**src/spicsu_defines.svh**
```systemverilog
// Constants for the SPI client shift unit: field encodings, widths and timing counts.
// Assumes it is included by its bare name from the package and the design modules.
`ifndef SPICSU_DEFINES_SVH
`define SPICSU_DEFINES_SVH

`define SPICSU_BYTE_BITS 8
`define SPICSU_MODE_W 2
`define SPICSU_MODE_RISE_SAMPLE 2'h0
`define SPICSU_MODE_RISE_SETUP 2'h1
`define SPICSU_MODE_FALL_SAMPLE 2'h2
`define SPICSU_MODE_FALL_SETUP 2'h3
`define SPICSU_MODE_BIT_FALLING_LEAD 1
`define SPICSU_MODE_BIT_TRAIL_SAMPLE 0
`define SPICSU_BIT_ORDER_MSB_FIRST 1'h0
`define SPICSU_BIT_ORDER_LSB_FIRST 1'h1
`define SPICSU_SCK_MIN_PHASE_CYC 2
`define SPICSU_SYNC_STAGES 2

`endif

```
**src/spicsu_pkg.sv**
```systemverilog
// Types shared by the SPI client shift unit modules.
// Assumes the constants header sits in the same folder.
`include "spicsu_defines.svh"

package spicsu_pkg;

    typedef enum logic {
        SPICSU_IDLE,
        SPICSU_ACTIVE
    } spicsu_phase_t;

endpackage : spicsu_pkg

```
**src/spicsu_core.sv**
```systemverilog
// SPI client shift unit: samples host clock and select, shifts bytes, keeps flags and the interrupt.
// Assumes an external host drives the clock and select pins; control bits arrive as plain ports.
`timescale 1ns/1ps
`include "spicsu_defines.svh"

module spicsu_core #(
    parameter int BITS = `SPICSU_BYTE_BITS
) (
    input wire logic clk_sys,
    input wire logic resetn,
    input wire logic sck_pin,
    input wire logic ss_n_pin,
    input wire logic mosi_pin,
    output logic miso_o,
    output logic miso_oe_n,
    input wire logic enable,
    input wire logic miso_dir_out,
    input wire logic buffer_mode_on,
    input wire logic buffer_wait_receive,
    input wire logic [`SPICSU_MODE_W-1:0] mode,
    input wire logic bit_order_select,
    input wire logic normal_irq_enable,
    input wire logic receive_done_ie,
    input wire logic transfer_done_ie,
    input wire logic tx_empty_ie,
    input wire logic select_trigger_ie,
    input wire logic data_wr,
    input wire logic [BITS-1:0] data_wdata,
    input wire logic clr_transfer_flag,
    input wire logic clr_write_collision_flag,
    input wire logic clr_receive_done_flag,
    input wire logic clr_transfer_done_flag,
    input wire logic clr_select_trigger_flag,
    output logic [BITS-1:0] rx_data,
    output logic transfer_flag,
    output logic write_collision_flag,
    output logic tx_buffer_empty_flag,
    output logic receive_done_flag,
    output logic transfer_done_flag,
    output logic select_trigger_flag,
    output logic sck_event,
    output logic irq
);

    localparam int CW = (BITS > 1) ? $clog2(BITS) : 1;
    localparam logic [CW-1:0] LAST_BIT = CW'(BITS - 1);

    generate
        if (BITS < 2) begin : g_bad_bits
            $error("spicsu_core needs at least two bits per transfer");
        end
    endgenerate

    typedef struct packed {
        spicsu_pkg::spicsu_phase_t phase;
        logic sck_prev;
        logic ss_prev;
        logic [CW-1:0] cnt;
        logic [BITS-1:0] rx_sh;
        logic [BITS-1:0] sr;
        logic [BITS-1:0] txbuf;
        logic tx_empty_source;
        logic [BITS-1:0] rxd;
        logic miso;
        logic miso_oe_n;
        logic sck_evt;
        logic irq;
        logic done_p1;
        logic done_p2;
        logic loaded_p1;
        logic loaded_p2;
        logic sr_full;
    } spicsu_core_state_t;

    spicsu_core_state_t st_q;
    spicsu_core_state_t st_d;

    logic sck_s;
    logic ss_n_s;
    logic mosi_s;
    logic set_if;
    logic set_write_collision_flag;
    logic set_rxc;
    logic set_txc;
    logic set_ssi;
    logic f_if;
    logic f_write_collision_flag;
    logic f_rxc;
    logic f_txc;
    logic f_ssi;

    // Pins only ever feed the synchroniser; the unit never drives select, host-out or clock.
    spicsu_sync #(
        .W(3)
    ) u_sync (
        .clk_sys(clk_sys),
        .resetn(resetn),
        .async_in({sck_pin, ss_n_pin, mosi_pin}),
        .reset_val(3'h2),
        .sync_out({sck_s, ss_n_s, mosi_s})
    );

    logic sck_rise;
    logic sck_fall;
    logic lead_edge;
    logic trail_edge;
    logic sample_edge;
    logic setup_edge;
    logic selected;
    logic ss_fall;
    logic [BITS-1:0] rx_next;
    logic byte_done;
    logic busy;

    always_comb begin
        sck_rise = sck_s & ~st_q.sck_prev;
        sck_fall = ~sck_s & st_q.sck_prev;
        // Leading edge direction comes from the upper mode bit.
        lead_edge = mode[`SPICSU_MODE_BIT_FALLING_LEAD] ? sck_fall : sck_rise;
        trail_edge = mode[`SPICSU_MODE_BIT_FALLING_LEAD] ? sck_rise : sck_fall;
        // Sampling and setup always sit on opposite edges.
        sample_edge = mode[`SPICSU_MODE_BIT_TRAIL_SAMPLE] ? trail_edge : lead_edge;
        setup_edge = mode[`SPICSU_MODE_BIT_TRAIL_SAMPLE] ? lead_edge : trail_edge;
        selected = enable & ~ss_n_s;
        ss_fall = st_q.ss_prev & ~ss_n_s;
        if (bit_order_select == `SPICSU_BIT_ORDER_LSB_FIRST) begin
            rx_next = {mosi_s, st_q.rx_sh[BITS-1:1]};
        end else begin
            rx_next = {st_q.rx_sh[BITS-2:0], mosi_s};
        end
        byte_done = (st_q.phase == spicsu_pkg::SPICSU_ACTIVE) && selected && sample_edge && (st_q.cnt == LAST_BIT);
        busy = (st_q.phase == spicsu_pkg::SPICSU_ACTIVE) && (st_q.cnt != '0);
    end

    always_comb begin
        st_d = st_q;
        set_if = 1'b0;
        set_write_collision_flag = 1'b0;
        set_rxc = 1'b0;
        set_txc = 1'b0;
        set_ssi = 1'b0;
        st_d.sck_prev = sck_s;
        st_d.ss_prev = ss_n_s;
        st_d.done_p1 = 1'b0;
        st_d.done_p2 = st_q.done_p1;
        st_d.loaded_p1 = 1'b0;
        st_d.loaded_p2 = st_q.loaded_p1;
        // The clock event mirrors the synchronised clock, so each level lasts as long as the host phase.
        st_d.sck_evt = sck_s;

        case (st_q.phase)
            spicsu_pkg::SPICSU_IDLE: begin
                st_d.cnt = '0;
                if (selected) begin
                    st_d.phase = spicsu_pkg::SPICSU_ACTIVE;
                    st_d.rx_sh = '0;
                    st_d.sr_full = 1'b0;
                end
            end
            spicsu_pkg::SPICSU_ACTIVE: begin
                if (!selected) begin
                    // Deselect drops the partial received byte; the shift register keeps its partly shifted contents.
                    st_d.phase = spicsu_pkg::SPICSU_IDLE;
                    st_d.cnt = '0;
                    st_d.rx_sh = '0;
                end else begin
                    if (setup_edge && st_q.cnt != '0) begin
                        if (bit_order_select == `SPICSU_BIT_ORDER_LSB_FIRST) begin
                            st_d.sr = {1'b0, st_q.sr[BITS-1:1]};
                        end else begin
                            st_d.sr = {st_q.sr[BITS-2:0], 1'b0};
                        end
                    end
                    if (sample_edge) begin
                        st_d.rx_sh = rx_next;
                        st_d.cnt = (st_q.cnt == LAST_BIT) ? '0 : st_q.cnt + CW'(1);
                    end
                    if (byte_done) begin
                        st_d.rxd = rx_next;
                        if (!buffer_mode_on) begin
                            set_if = 1'b1;
                        end else begin
                            st_d.done_p1 = 1'b1;
                            if (!st_q.tx_empty_source) begin
                                // Buffered byte moves into the shift register and the buffer reads empty.
                                st_d.sr = st_q.txbuf;
                                st_d.tx_empty_source = 1'b1;
                                st_d.loaded_p1 = 1'b1;
                                st_d.sr_full = 1'b1;
                            end
                        end
                    end
                end
            end
            default: begin
                st_d.phase = spicsu_pkg::SPICSU_IDLE;
            end
        endcase

        if (buffer_mode_on) begin
            // With buffer_wait_receive set, only the first buffered byte while deselected moves on to the shift register; later ones wait.
            if (buffer_wait_receive && ss_n_s && !st_q.tx_empty_source && !st_q.sr_full) begin
                st_d.sr = st_q.txbuf;
                st_d.tx_empty_source = 1'b1;
                st_d.sr_full = 1'b1;
            end
            if (data_wr) begin
                if (st_d.tx_empty_source) begin
                    // The shift register is left as is, so with buffer_wait_receive clear the first transfer sends its old contents.
                    st_d.txbuf = data_wdata;
                    st_d.tx_empty_source = 1'b0;
                end
                // A write against a full buffer is simply lost.
            end
            set_rxc = st_q.done_p1;
            set_txc = st_q.done_p2 && !st_q.loaded_p2 && st_q.tx_empty_source;
            set_ssi = ss_fall && enable;
        end else begin
            st_d.tx_empty_source = 1'b1;
            if (data_wr) begin
                if (busy) begin
                    set_write_collision_flag = 1'b1;
                end else begin
                    st_d.sr = data_wdata;
                end
            end
        end

        // Output enable is low only when the pin is configured as output and the unit is selected.
        st_d.miso_oe_n = ~(miso_dir_out & selected);
        st_d.miso = (bit_order_select == `SPICSU_BIT_ORDER_LSB_FIRST) ? st_d.sr[0] : st_d.sr[BITS-1];

        // Enable sets are gated by mode; the request holds until the flag clears.
        if (buffer_mode_on) begin
            st_d.irq = (f_rxc & receive_done_ie) | (f_txc & transfer_done_ie) | (st_q.tx_empty_source & tx_empty_ie)
                | (f_ssi & select_trigger_ie);
        end else begin
            st_d.irq = (f_if | f_write_collision_flag) & normal_irq_enable;
        end
    end

    always_ff @(posedge clk_sys or negedge resetn) begin
        if (!resetn) begin
            st_q.phase <= spicsu_pkg::SPICSU_IDLE;
            st_q.sck_prev <= 1'b0;
            st_q.ss_prev <= 1'b1;
            st_q.cnt <= '0;
            st_q.rx_sh <= '0;
            st_q.sr <= '0;
            st_q.txbuf <= '0;
            st_q.tx_empty_source <= 1'b1;
            st_q.rxd <= '0;
            st_q.miso <= 1'b0;
            st_q.miso_oe_n <= 1'b1;
            st_q.sck_evt <= 1'b0;
            st_q.irq <= 1'b0;
            st_q.done_p1 <= 1'b0;
            st_q.done_p2 <= 1'b0;
            st_q.loaded_p1 <= 1'b0;
            st_q.loaded_p2 <= 1'b0;
            st_q.sr_full <= 1'b0;
        end else begin
            st_q <= st_d;
        end
    end

    spicsu_flag u_flag_if (
        .clk_sys(clk_sys),
        .resetn(resetn),
        .set_p(set_if),
        .clr_p(clr_transfer_flag),
        .flag(f_if)
    );
    spicsu_flag u_flag_write_collision_flag (
        .clk_sys(clk_sys),
        .resetn(resetn),
        .set_p(set_write_collision_flag),
        .clr_p(clr_write_collision_flag),
        .flag(f_write_collision_flag)
    );
    spicsu_flag u_flag_rxc (
        .clk_sys(clk_sys),
        .resetn(resetn),
        .set_p(set_rxc),
        .clr_p(clr_receive_done_flag),
        .flag(f_rxc)
    );
    spicsu_flag u_flag_txc (
        .clk_sys(clk_sys),
        .resetn(resetn),
        .set_p(set_txc),
        .clr_p(clr_transfer_done_flag),
        .flag(f_txc)
    );
    spicsu_flag u_flag_ssi (
        .clk_sys(clk_sys),
        .resetn(resetn),
        .set_p(set_ssi),
        .clr_p(clr_select_trigger_flag),
        .flag(f_ssi)
    );

    assign miso_o = st_q.miso;
    assign miso_oe_n = st_q.miso_oe_n;
    assign rx_data = st_q.rxd;
    assign transfer_flag = f_if;
    assign write_collision_flag = f_write_collision_flag;
    assign tx_buffer_empty_flag = st_q.tx_empty_source;
    assign receive_done_flag = f_rxc;
    assign transfer_done_flag = f_txc;
    assign select_trigger_flag = f_ssi;
    assign sck_event = st_q.sck_evt;
    assign irq = st_q.irq;

endmodule : spicsu_core

```
**src/spicsu_sync.sv**
```systemverilog
// Two-stage synchroniser for a group of asynchronous pin inputs.
// Assumes each bit is independent; no bus coherence is promised across bits.
`timescale 1ns/1ps

module spicsu_sync #(
    parameter int W = 1
) (
    input wire logic clk_sys,
    input wire logic resetn,
    input wire logic [W-1:0] async_in,
    input wire logic [W-1:0] reset_val,
    output logic [W-1:0] sync_out
);

    typedef struct packed {
        logic [1:0] fill;
        logic [W-1:0] s1;
        logic [W-1:0] s2;
    } spicsu_sync_state_t;

    spicsu_sync_state_t st_q;
    spicsu_sync_state_t st_d;

    generate
        if (W < 1) begin : g_bad_w
            $error("spicsu_sync width must be at least one");
        end
    endgenerate

    always_comb begin
        st_d.fill = (st_q.fill == 2'h2) ? st_q.fill : st_q.fill + 2'h1;
        st_d.s1 = async_in;
        st_d.s2 = st_q.s1;
    end

    // Until both stages hold a real sample the tie value is shown, so no false edge follows reset.
    always_ff @(posedge clk_sys or negedge resetn) begin
        if (!resetn) begin
            st_q <= '0;
        end else begin
            st_q <= st_d;
        end
    end

    assign sync_out = (st_q.fill == 2'h2) ? st_q.s2 : reset_val;

endmodule : spicsu_sync

```
**src/spicsu_flag.sv**
```systemverilog
// Sticky status flag: hardware sets it, software clears it with a pulse.
// Assumes set and clear come from logic on the same clock.
`timescale 1ns/1ps

module spicsu_flag (
    input wire logic clk_sys,
    input wire logic resetn,
    input wire logic set_p,
    input wire logic clr_p,
    output logic flag
);

    typedef struct packed {
        logic f;
    } spicsu_flag_state_t;

    spicsu_flag_state_t st_q;
    spicsu_flag_state_t st_d;

    // A set in the same cycle as a clear wins, so no event is lost.
    always_comb begin
        st_d = st_q;
        if (set_p) begin
            st_d.f = 1'b1;
        end else if (clr_p) begin
            st_d.f = 1'b0;
        end
    end

    always_ff @(posedge clk_sys or negedge resetn) begin
        if (!resetn) begin
            st_q <= '0;
        end else begin
            st_q <= st_d;
        end
    end

    assign flag = st_q.f;

endmodule : spicsu_flag

```
**config.mk**
```make
export PLATFORM = sky130hd
export DESIGN_NAME = spicsu_core
export DESIGN_NICKNAME = d
export VERILOG_FILES = /design/src/spicsu_pkg.sv /design/src/spicsu_core.sv /design/src/spicsu_sync.sv /design/src/spicsu_flag.sv
export VERILOG_INCLUDE_DIRS = /design/src
export SDC_FILE = /design/constraint.sdc
export NUM_CORES = 1
export LEC_CHECK = 0
export ABC_AREA = 1
export BUFFER_PORTS_ARGS = -buffer_cell sky130_fd_sc_hd__buf_2
export CORE_ASPECT_RATIO = 0.9
export CORE_MARGIN = 3
export CORE_UTILIZATION = 50
export CTS_CLUSTER_SIZE = 25
export DETAILED_ROUTE_END_ITERATION = 10
export PLACE_DENSITY = 0.72
export REMOVE_ABC_BUFFERS = 1
export SETUP_SLACK_MARGIN = 0.1
export SKIP_LAST_GASP = 1
export SYNTH_ARGS = -nofsm -noshare
export SYNTH_HDL_FRONTEND = slang
export SYNTH_SLANG_ARGS = --single-unit
```
**constraint.sdc**
```tcl
create_clock -name clk_sys -period 3.3 [get_ports clk_sys]
set_clock_uncertainty 0.1 [all_clocks]
set_input_delay 0.165 -clock clk_sys [delete_from_list [all_inputs] [get_ports clk_sys]]
set_output_delay 0.165 -clock clk_sys [all_outputs]
set_load 0.05 [all_outputs]
```
==> reports/results.ini, run 1 <==
[layout]
most-common-layout-cells=nand2_1, inv_1, dfrtp_1, buf_2, o21ai_0
fin_nets=450
syn_to_final_growth_pct=21.14
final_common_cell=nand2_1
nFillCells=514
multiInputGateArea_um2=1202
antenna_cells=0
final_area_um2=3686
seq_area_um2=1505
final_cells=490
drive_gt1_share_pct=21.19

[clock_tree]
htree_levels=3
ctsLongestPathBuffers=2
clockRootBuffer=clkbuf_8
cts_tree=yes
cts_resized=0
clock_latency_ns=0.35
clk_pin_slew_ns=0.07
post-cts-setup-buffer-count=0
clock_sinks=60
cts-buffers-inserted=9

[yosys]
ys.flop_type=dfrtp_1
syn_inst=354
synthDistinctLibCells=35
synth.area.top_cells=dfrtp_1, nand2_1, o21ai_0, inv_1, nand3_1
ys_warn_count=0
synth_area_per_cell_um2=8.596
synth_top_area_cell=dfrtp_1
synthArstFlopShare_pct=100.0
synth_top_area_share_pct=46.88
syn_area_um2=3043
yosysSeqAreaShare_pct=49.47
ys_ff_latch=60
synth_edf_count=0

[worst_setup_path]
worstSetupStartpoint=u_sync.st_q[6]$_DFFE_PN0P_
crit_path_end_kind=flop
arrival_ns=2.63
crit_fanout=16
rr_startpoint=u_sync.st_q[6]$_DFFE_PN0P_
worstSetupPathType=reg -> reg
startpoint_type=flop
required_ns=3.43

[place]
placed_cells=454
place_congestion=0.8366
numPortBuffers=48
postPlaceCellArea_um2=3261
hpwlAfterDp_mm=4.738

[power]
power_mw=1.780
ir_worst_vdd_v=0.0002890
leakage_nw=1.856
p_per_area_nw_per_um2=482.8

[die]
coreArea_um2=5791
row_count=26
die_x_um=88.23
ios=49
die_y_um=80.01
start_util_pct=52.55
dieArea_um2=7059

[global_routing]
grt_pass1_vias=2493
grt_pass1_wl_mm=11.50
track_usage_pct=21.11
antenna_found_initial=0
grt-ovfl-total=0
grt_max_degree=49

[routing]
drt_iter0_markers=109
postRouteAntennaNets=0
routed_wl_mm=6.717
vias=2549
drt_pass1_iterations=4
drc=0
detail_route.wl_per_cell_um=13.71
viasPerCell=5.202

[timing]
setup_tns_ns=0
hold_violations=0
setup_viol=0
period_minus_slack_ns=2.502
rsz0062_at_grt=false
slew_viol_final=0
clock.fmax_mhz=399.7
tightest_slew_ns=1.019
max_slew_margin_pct=32.06
timing.final.crit_share_pct=75.81

[job]
max_cap_violations=0

[run_status]
status=complete, no violations

[min_path]
min_from=buffer_mode_on
hp-class=in -> reg

==> state kept, by name (all words and copies together), names as in the netlist, 2 cells and up <==
register,count
st_q,32
u_sync.st_q,5
st_d,2
u_sync.st_d,3
rx_data,8
==> critical path, stage by stage, from the launching register on <==
cell	delay, ns
dfrtp_1	0.39
inv_1	0.06
ha_1	0.32
inv_2	0.11
nor2_8	0.12
nand2_4	0.08
nor2_8	0.23
nand3_4	0.17
nor2_4	0.20
nor3_2	0.07
nand3b_4	0.30
nor2_1	0.18
a21oi_2	0.04
==> path summary, 6_finish.rpt <==
path | end | slack (ns) | cells after the start
hold reg to reg | u_sync.st_q[2]$_DFF_PN0_ | 0.25 | 0
max in group asynchronous | rx_data[6]$_DFFE_PN0P_ | 1.89 | 3
hold / removal | tx_buffer_empty_flag$_DFF_PN1_ | 0.01 | 2
setup / recovery | st_q[23]$_DFFE_PN0P_ | 0.80 | 12
setup reg to reg | st_q[23]$_DFFE_PN0P_ | 0.80 | 12
min in group asynchronous | st_q[35]$_DFFE_PN0P_ | 0.44 | 2
==> synth_stat cells, types with 2 or more instances <==
cell       n
o21ai_0   43
a21oi_1    2
dfstp_2    3
buf_4     10
nor3_2     2
o211ai_1  11
o22ai_1   16
dfrtp_1   57
nand2_1   81
ha_1       4
nand4_1    2
clkbuf_1   6
nand3_1   21
a21oi_2    8
inv_1     57
nor2_8     2
nor2_1    11
==> layer usage <==
| metal | track usage (%) | share of wire, % | vias up |
|---|---|---|---|
| met4 | 5.740 | 1.6 | 0 |
| li1 | - | - | 1270 |
| met3 | 7.121 | 4.1 | 10 |
| met5 | 0 | 0 | - |
| met1 | 28.42 | 48 | 1210 |
| met2 | 32.44 | 47 | 59 |
==> layout make-up <==
cell class,count,area share (%)
flip-flops and latches,60,40.83
multi-input cells,217,32.62
repair buffers,69,12.15
inverters,58,5.906
clock buffers,10,3.734
clock inverters,6,2.376
well taps,70,2.376
==> metrics by stage <==
stage | util [%] | hold WS (ns) | setup WS (ns)
global route | 63.66 | 0.01084 | 0.5632
CTS | 63.66 | 0.002805 | 0.8040
floorplan | - | -0.2306 | 1.099
detailed placement | 56.31 | 0.1748 | 0.8241
finish | 63.66 | 0.01263 | 0.7982
global placement | 56.31 | 0.1737 | 0.9100
==> what timing repair did <==
| action | 4_1_cts | 5_1_grt |
|---|---|---|
| hold endpoints to repair | 63 | 0 |
| setup endpoints to repair | 0 | 0 |
| hold buffers | 20 | 0 |
==> power by group <==
| part | switching [mW] | internal (mW) |
|---|---|---|
| combinational | 0.148 | 0.0843 |
| clock | 0.297 | 0.445 |
| sequential | 0.0246 | 0.780 |
| total | 0.470 | 1.31 |
==> cells by family after synthesis <==
| group | after synthesis | synth area share, % |
|---|---|---|
| xor gates and xnor gates | 1 | 0.2879 |
| adders and majority gates | 4 | 1.645 |
| AOI/OAI and AO/OA | 86 | 17.31 |
| buffers and inverters | 77 | 11.02 |
| DFF | 60 | 49.47 |
| and+or+nand+nor | 126 | 20.27 |
No activity file was read; power rests on OpenSTA's default activity.
==> inputs of run 2 (changes only) <==
--- a/config.mk
+++ b/config.mk
@@ -13,7 +13,7 @@
 export CORE_UTILIZATION = 50
 export CTS_CLUSTER_SIZE = 25
 export DETAILED_ROUTE_END_ITERATION = 10
-export PLACE_DENSITY = 0.72
+export PLACE_DENSITY = 0.75
 export REMOVE_ABC_BUFFERS = 1
 export SETUP_SLACK_MARGIN = 0.1
 export SKIP_LAST_GASP = 1
==> constraint.sdc (replaced) <==
create_clock -name clk_sys -period 2.15 [get_ports clk_sys]
set_clock_uncertainty 0.1 [all_clocks]
set_input_delay 0.1075 -clock clk_sys [delete_from_list [all_inputs] [get_ports clk_sys]]
set_output_delay 0.1075 -clock clk_sys [all_outputs]
set_load 0.05 [all_outputs]
==> run 2 against run 1 <==
  * Flip-flop and latch count stayed put
  * Critical path depth stayed put
  * Highest routed layer unchanged
  * Fmax is 20% higher
  * Via count is 8.2% higher
  * Sequential share of layout area is 3.9 points lower
  * Sequential power is 54% higher
  * First-iteration DRC count is 29% higher
  * Worst setup slack worse by 0.73 ns
  * Power is 51% higher
  * Count of clock-buffer cells in the layout is 2 higher
==> reports/results.ini, run 2 (synthesis results as in run 1) <==
[routing]
drc=0  ; unchanged
wl_met3_um=442  ; was 274 um
routed_wl_mm=7.539  ; was 6.717 mm
drt_iter0_markers=141  ; was 109
postRouteAntennaNets=0  ; unchanged
viasPerCell=5.312  ; was 5.202
m1WireLength_mm=3.071  ; was 3.199 mm
drt_pass1_iterations=5  ; was 4
wl_met2_mm=3.837  ; was 3.136 mm
vias=2757  ; was 2549
detail_route.wl_per_cell_um=14.53  ; was 13.71 um
routed.top_layer=met4  ; unchanged

[timing]
setup_viol=0  ; unchanged
clock.fmax_mhz=480.9  ; was 399.7 MHz
timing.final.crit_share_pct=96.72  ; was 75.81%
period_minus_slack_ns=2.079  ; was 2.502 ns
hold_violations=0  ; unchanged
max_slew_margin_pct=64.31  ; was 32.06%
slew_viol_final=0  ; unchanged
rsz0062_at_grt=true  ; was false
tightest_slew_ns=0.5353  ; was 1.019 ns

[worst_setup_path]
crit_path_end_kind=flop  ; unchanged
r2r-end=st_q[24]$_DFFE_PN0P_  ; was st_q[23]$_DFFE_PN0P_
crit_end=st_q[24]$_DFFE_PN0P_  ; was st_q[23]$_DFFE_PN0P_
rr_worst_depth=12  ; unchanged
worstSetupStartpoint=u_sync.st_q[6]$_DFFE_PN0P_  ; unchanged
rr_startpoint=u_sync.st_q[6]$_DFFE_PN0P_  ; unchanged
startpoint_type=flop  ; unchanged
worstSetupPathType=reg -> reg  ; unchanged
path_cells=inv_2 -> ha_4 -> inv_4 -> nor2_8 -> nand2_4 -> nor2_8 -> nand3_4 -> nor2_4 -> nor3_4 -> nand3b_4 -> nor2_4 -> a21oi_2  ; was inv_1 -> ha_1 -> inv_2 -> nor2_8 -> nand2_4 -> nor2_8 -> nand3_4 -> nor2_4 -> nor3_2 -> nand3b_4 -> nor2_1 -> a21oi_2
crit_fanout=8  ; was 16
cpPeakStageDelay_ns=0.38  ; was 0.39 ns
arrival_ns=2.21  ; was 2.63 ns
required_ns=2.28  ; was 3.43 ns
crit_slowest_cell=dfrtp_1  ; unchanged
reg2reg_slack_ns=0.07  ; was 0.80 ns

[power]
p_comb_share_pct=15.3  ; was 13.1%
p_sw_mw=0.7357  ; was 0.4698 mW
p_seq_share_pct=46.1  ; was 45.2%
leakage_nw=2.024  ; was 1.856 nW
ir_worst_vdd_v=0.0005558  ; was 0.0002890 V
switching_share_pct=27.36  ; was 26.40%
p_int_mw=1.953  ; was 1.310 mW
pwr-share-clk_pct=38.6  ; was 41.7%
p_per_area_nw_per_um2=659.8  ; was 482.8 nW/um^2

[job]
max_cap_violations=0  ; unchanged

[layout]
seq_area_um2=1505  ; unchanged
nFillCells=436  ; was 514
syn_to_final_growth_pct=33.92  ; was 21.14%
antenna_cells=0  ; unchanged
multiInputGateArea_um2=1340  ; was 1202 um^2
top_register=st_q  ; unchanged
final_area_um2=4075  ; was 3686 um^2
fin_nets=479  ; was 450
final_cells=519  ; was 490
most-common-layout-cells=nand2_1, dfrtp_1, inv_1, buf_2, o21ai_0  ; was nand2_1, inv_1, dfrtp_1, buf_2, o21ai_0
final_common_cell=nand2_1  ; unchanged
drive_gt1_share_pct=30.07  ; was 21.19%
largest_reg_flops=32  ; unchanged

[run_status]
status=complete, no violations  ; unchanged

[global_routing]
grt_pass1_vias=2726  ; was 2493
antenna_found_initial=0  ; unchanged
grt_max_degree=39  ; was 49
grt_pass1_wl_mm=12.46  ; was 11.50 mm
grt-ovfl-total=0  ; unchanged
track_usage_pct=23.27  ; was 21.11%

[die]
dieArea_um2=7059  ; unchanged
die_x_um=88.23  ; unchanged
coreArea_um2=5791  ; unchanged
start_util_pct=52.55  ; unchanged
ios=49  ; unchanged
die_y_um=80.01  ; unchanged
row_count=26  ; unchanged

[place]
place_congestion=0.8511  ; was 0.8366
hpwlAfterDp_mm=4.788  ; was 4.738 mm
numPortBuffers=48  ; unchanged
placed_cells=468  ; was 454
postPlaceCellArea_um2=3378  ; was 3261 um^2

[clock_tree]
ctsLongestPathBuffers=2  ; unchanged
clk_pin_slew_ns=0.07  ; about the same
htree_levels=3  ; unchanged
cts_tree=yes  ; unchanged
cts-buffers-inserted=9  ; unchanged
clockRootBuffer=clkbuf_8  ; unchanged
clock_latency_ns=0.34  ; was 0.35 ns
clock_sinks=60  ; unchanged

[min_path]
hp-class=in -> reg  ; unchanged

[run 2: cell type report]
cell class	instances	area share (%)
Sequential cell	60	36.94
Multi-Input combinational cell	218	32.88
Timing Repair Buffer	97	17.56
Inverter	58	5.496
Clock buffer	12	3.807
Tap cell	70	2.149
Clock inverter	4	1.167
[run 2: how the worst min path moves through the flow]
| stage | to | start | slack [ns] | depth (start not counted) |
|---|---|---|---|---|
| after global routing | miso_o$_DFF_PN0_ | bit_order_select | 0.12 | 3 |
| after global placement | u_sync.st_q[7]$_DFFE_PN0P_ | resetn | 0.01 | 1 |
| final | miso_o$_DFF_PN0_ | bit_order_select | 0.08 | 3 |
| after CTS | miso_o$_DFF_PN0_ | bit_order_select | 0.09 | 3 |
| after detailed placement | sck_event$_DFF_PN0_ | resetn | 0.02 | 1 |
| after floorplan | irq$_DFF_PN0_ | resetn | -0.29 | 0 |
[run 2: power groups by stage]
stage,combinational [mW],clock (mW),sequential (mW)
after floorplan,0.182,0,1.28
after global placement,0.336,0,1.25
after detailed placement,0.343,0,1.26
after CTS,0.387,1.06,1.23
after global routing,0.456,1.12,1.24
final,0.412,1.04,1.24
[run 2: metal layers]
metal	vias to the layer above	global-route usage [%]
met2	95	38.49
li1	1333	-
met4	0	10.57
met1	1311	28.15
met5	-	0
met3	18	6.192
[run 2: critical path, delay by kind of cell, from the launching register on]
family	cells	cell delay, ns
compound gates	1	0.04
fa+ha+maj	1	0.17
buf+inv	2	0.12
simple gates	8	1.16
flops	1	0.38
[run 2: what timing repair did]
| item | in CTS | in global routing |
|---|---|---|
| gates cloned | 1 | 1 |
| hold buffers | 24 | 0 |
| pin swaps | 0 | 20 |
| setup endpoints to repair | 31 | 35 |
| setup buffers | 1 | 8 |
| endpoints found under the hold margin | 40 | 0 |
| gates resized for setup | 9 | 38 |
[run 2: through the flow]
step           setup slack [ns]  util, %  power, mW  TNS (ns)  hold WS [ns]
2_1_floorplan          -0.05055        -      1.457   -0.3673       -0.2881
3_3_place_gp            0.05962    58.34      1.589         0      0.009774
3_5_place_dp           -0.03432    58.34      1.598   -0.2035       0.01523
4_1_cts                  0.1028    67.01      2.684         0       0.08936
5_1_grt                -0.05459    70.38      2.816   -0.3024        0.1173
6_report                0.07059    70.38      2.689         0       0.08207
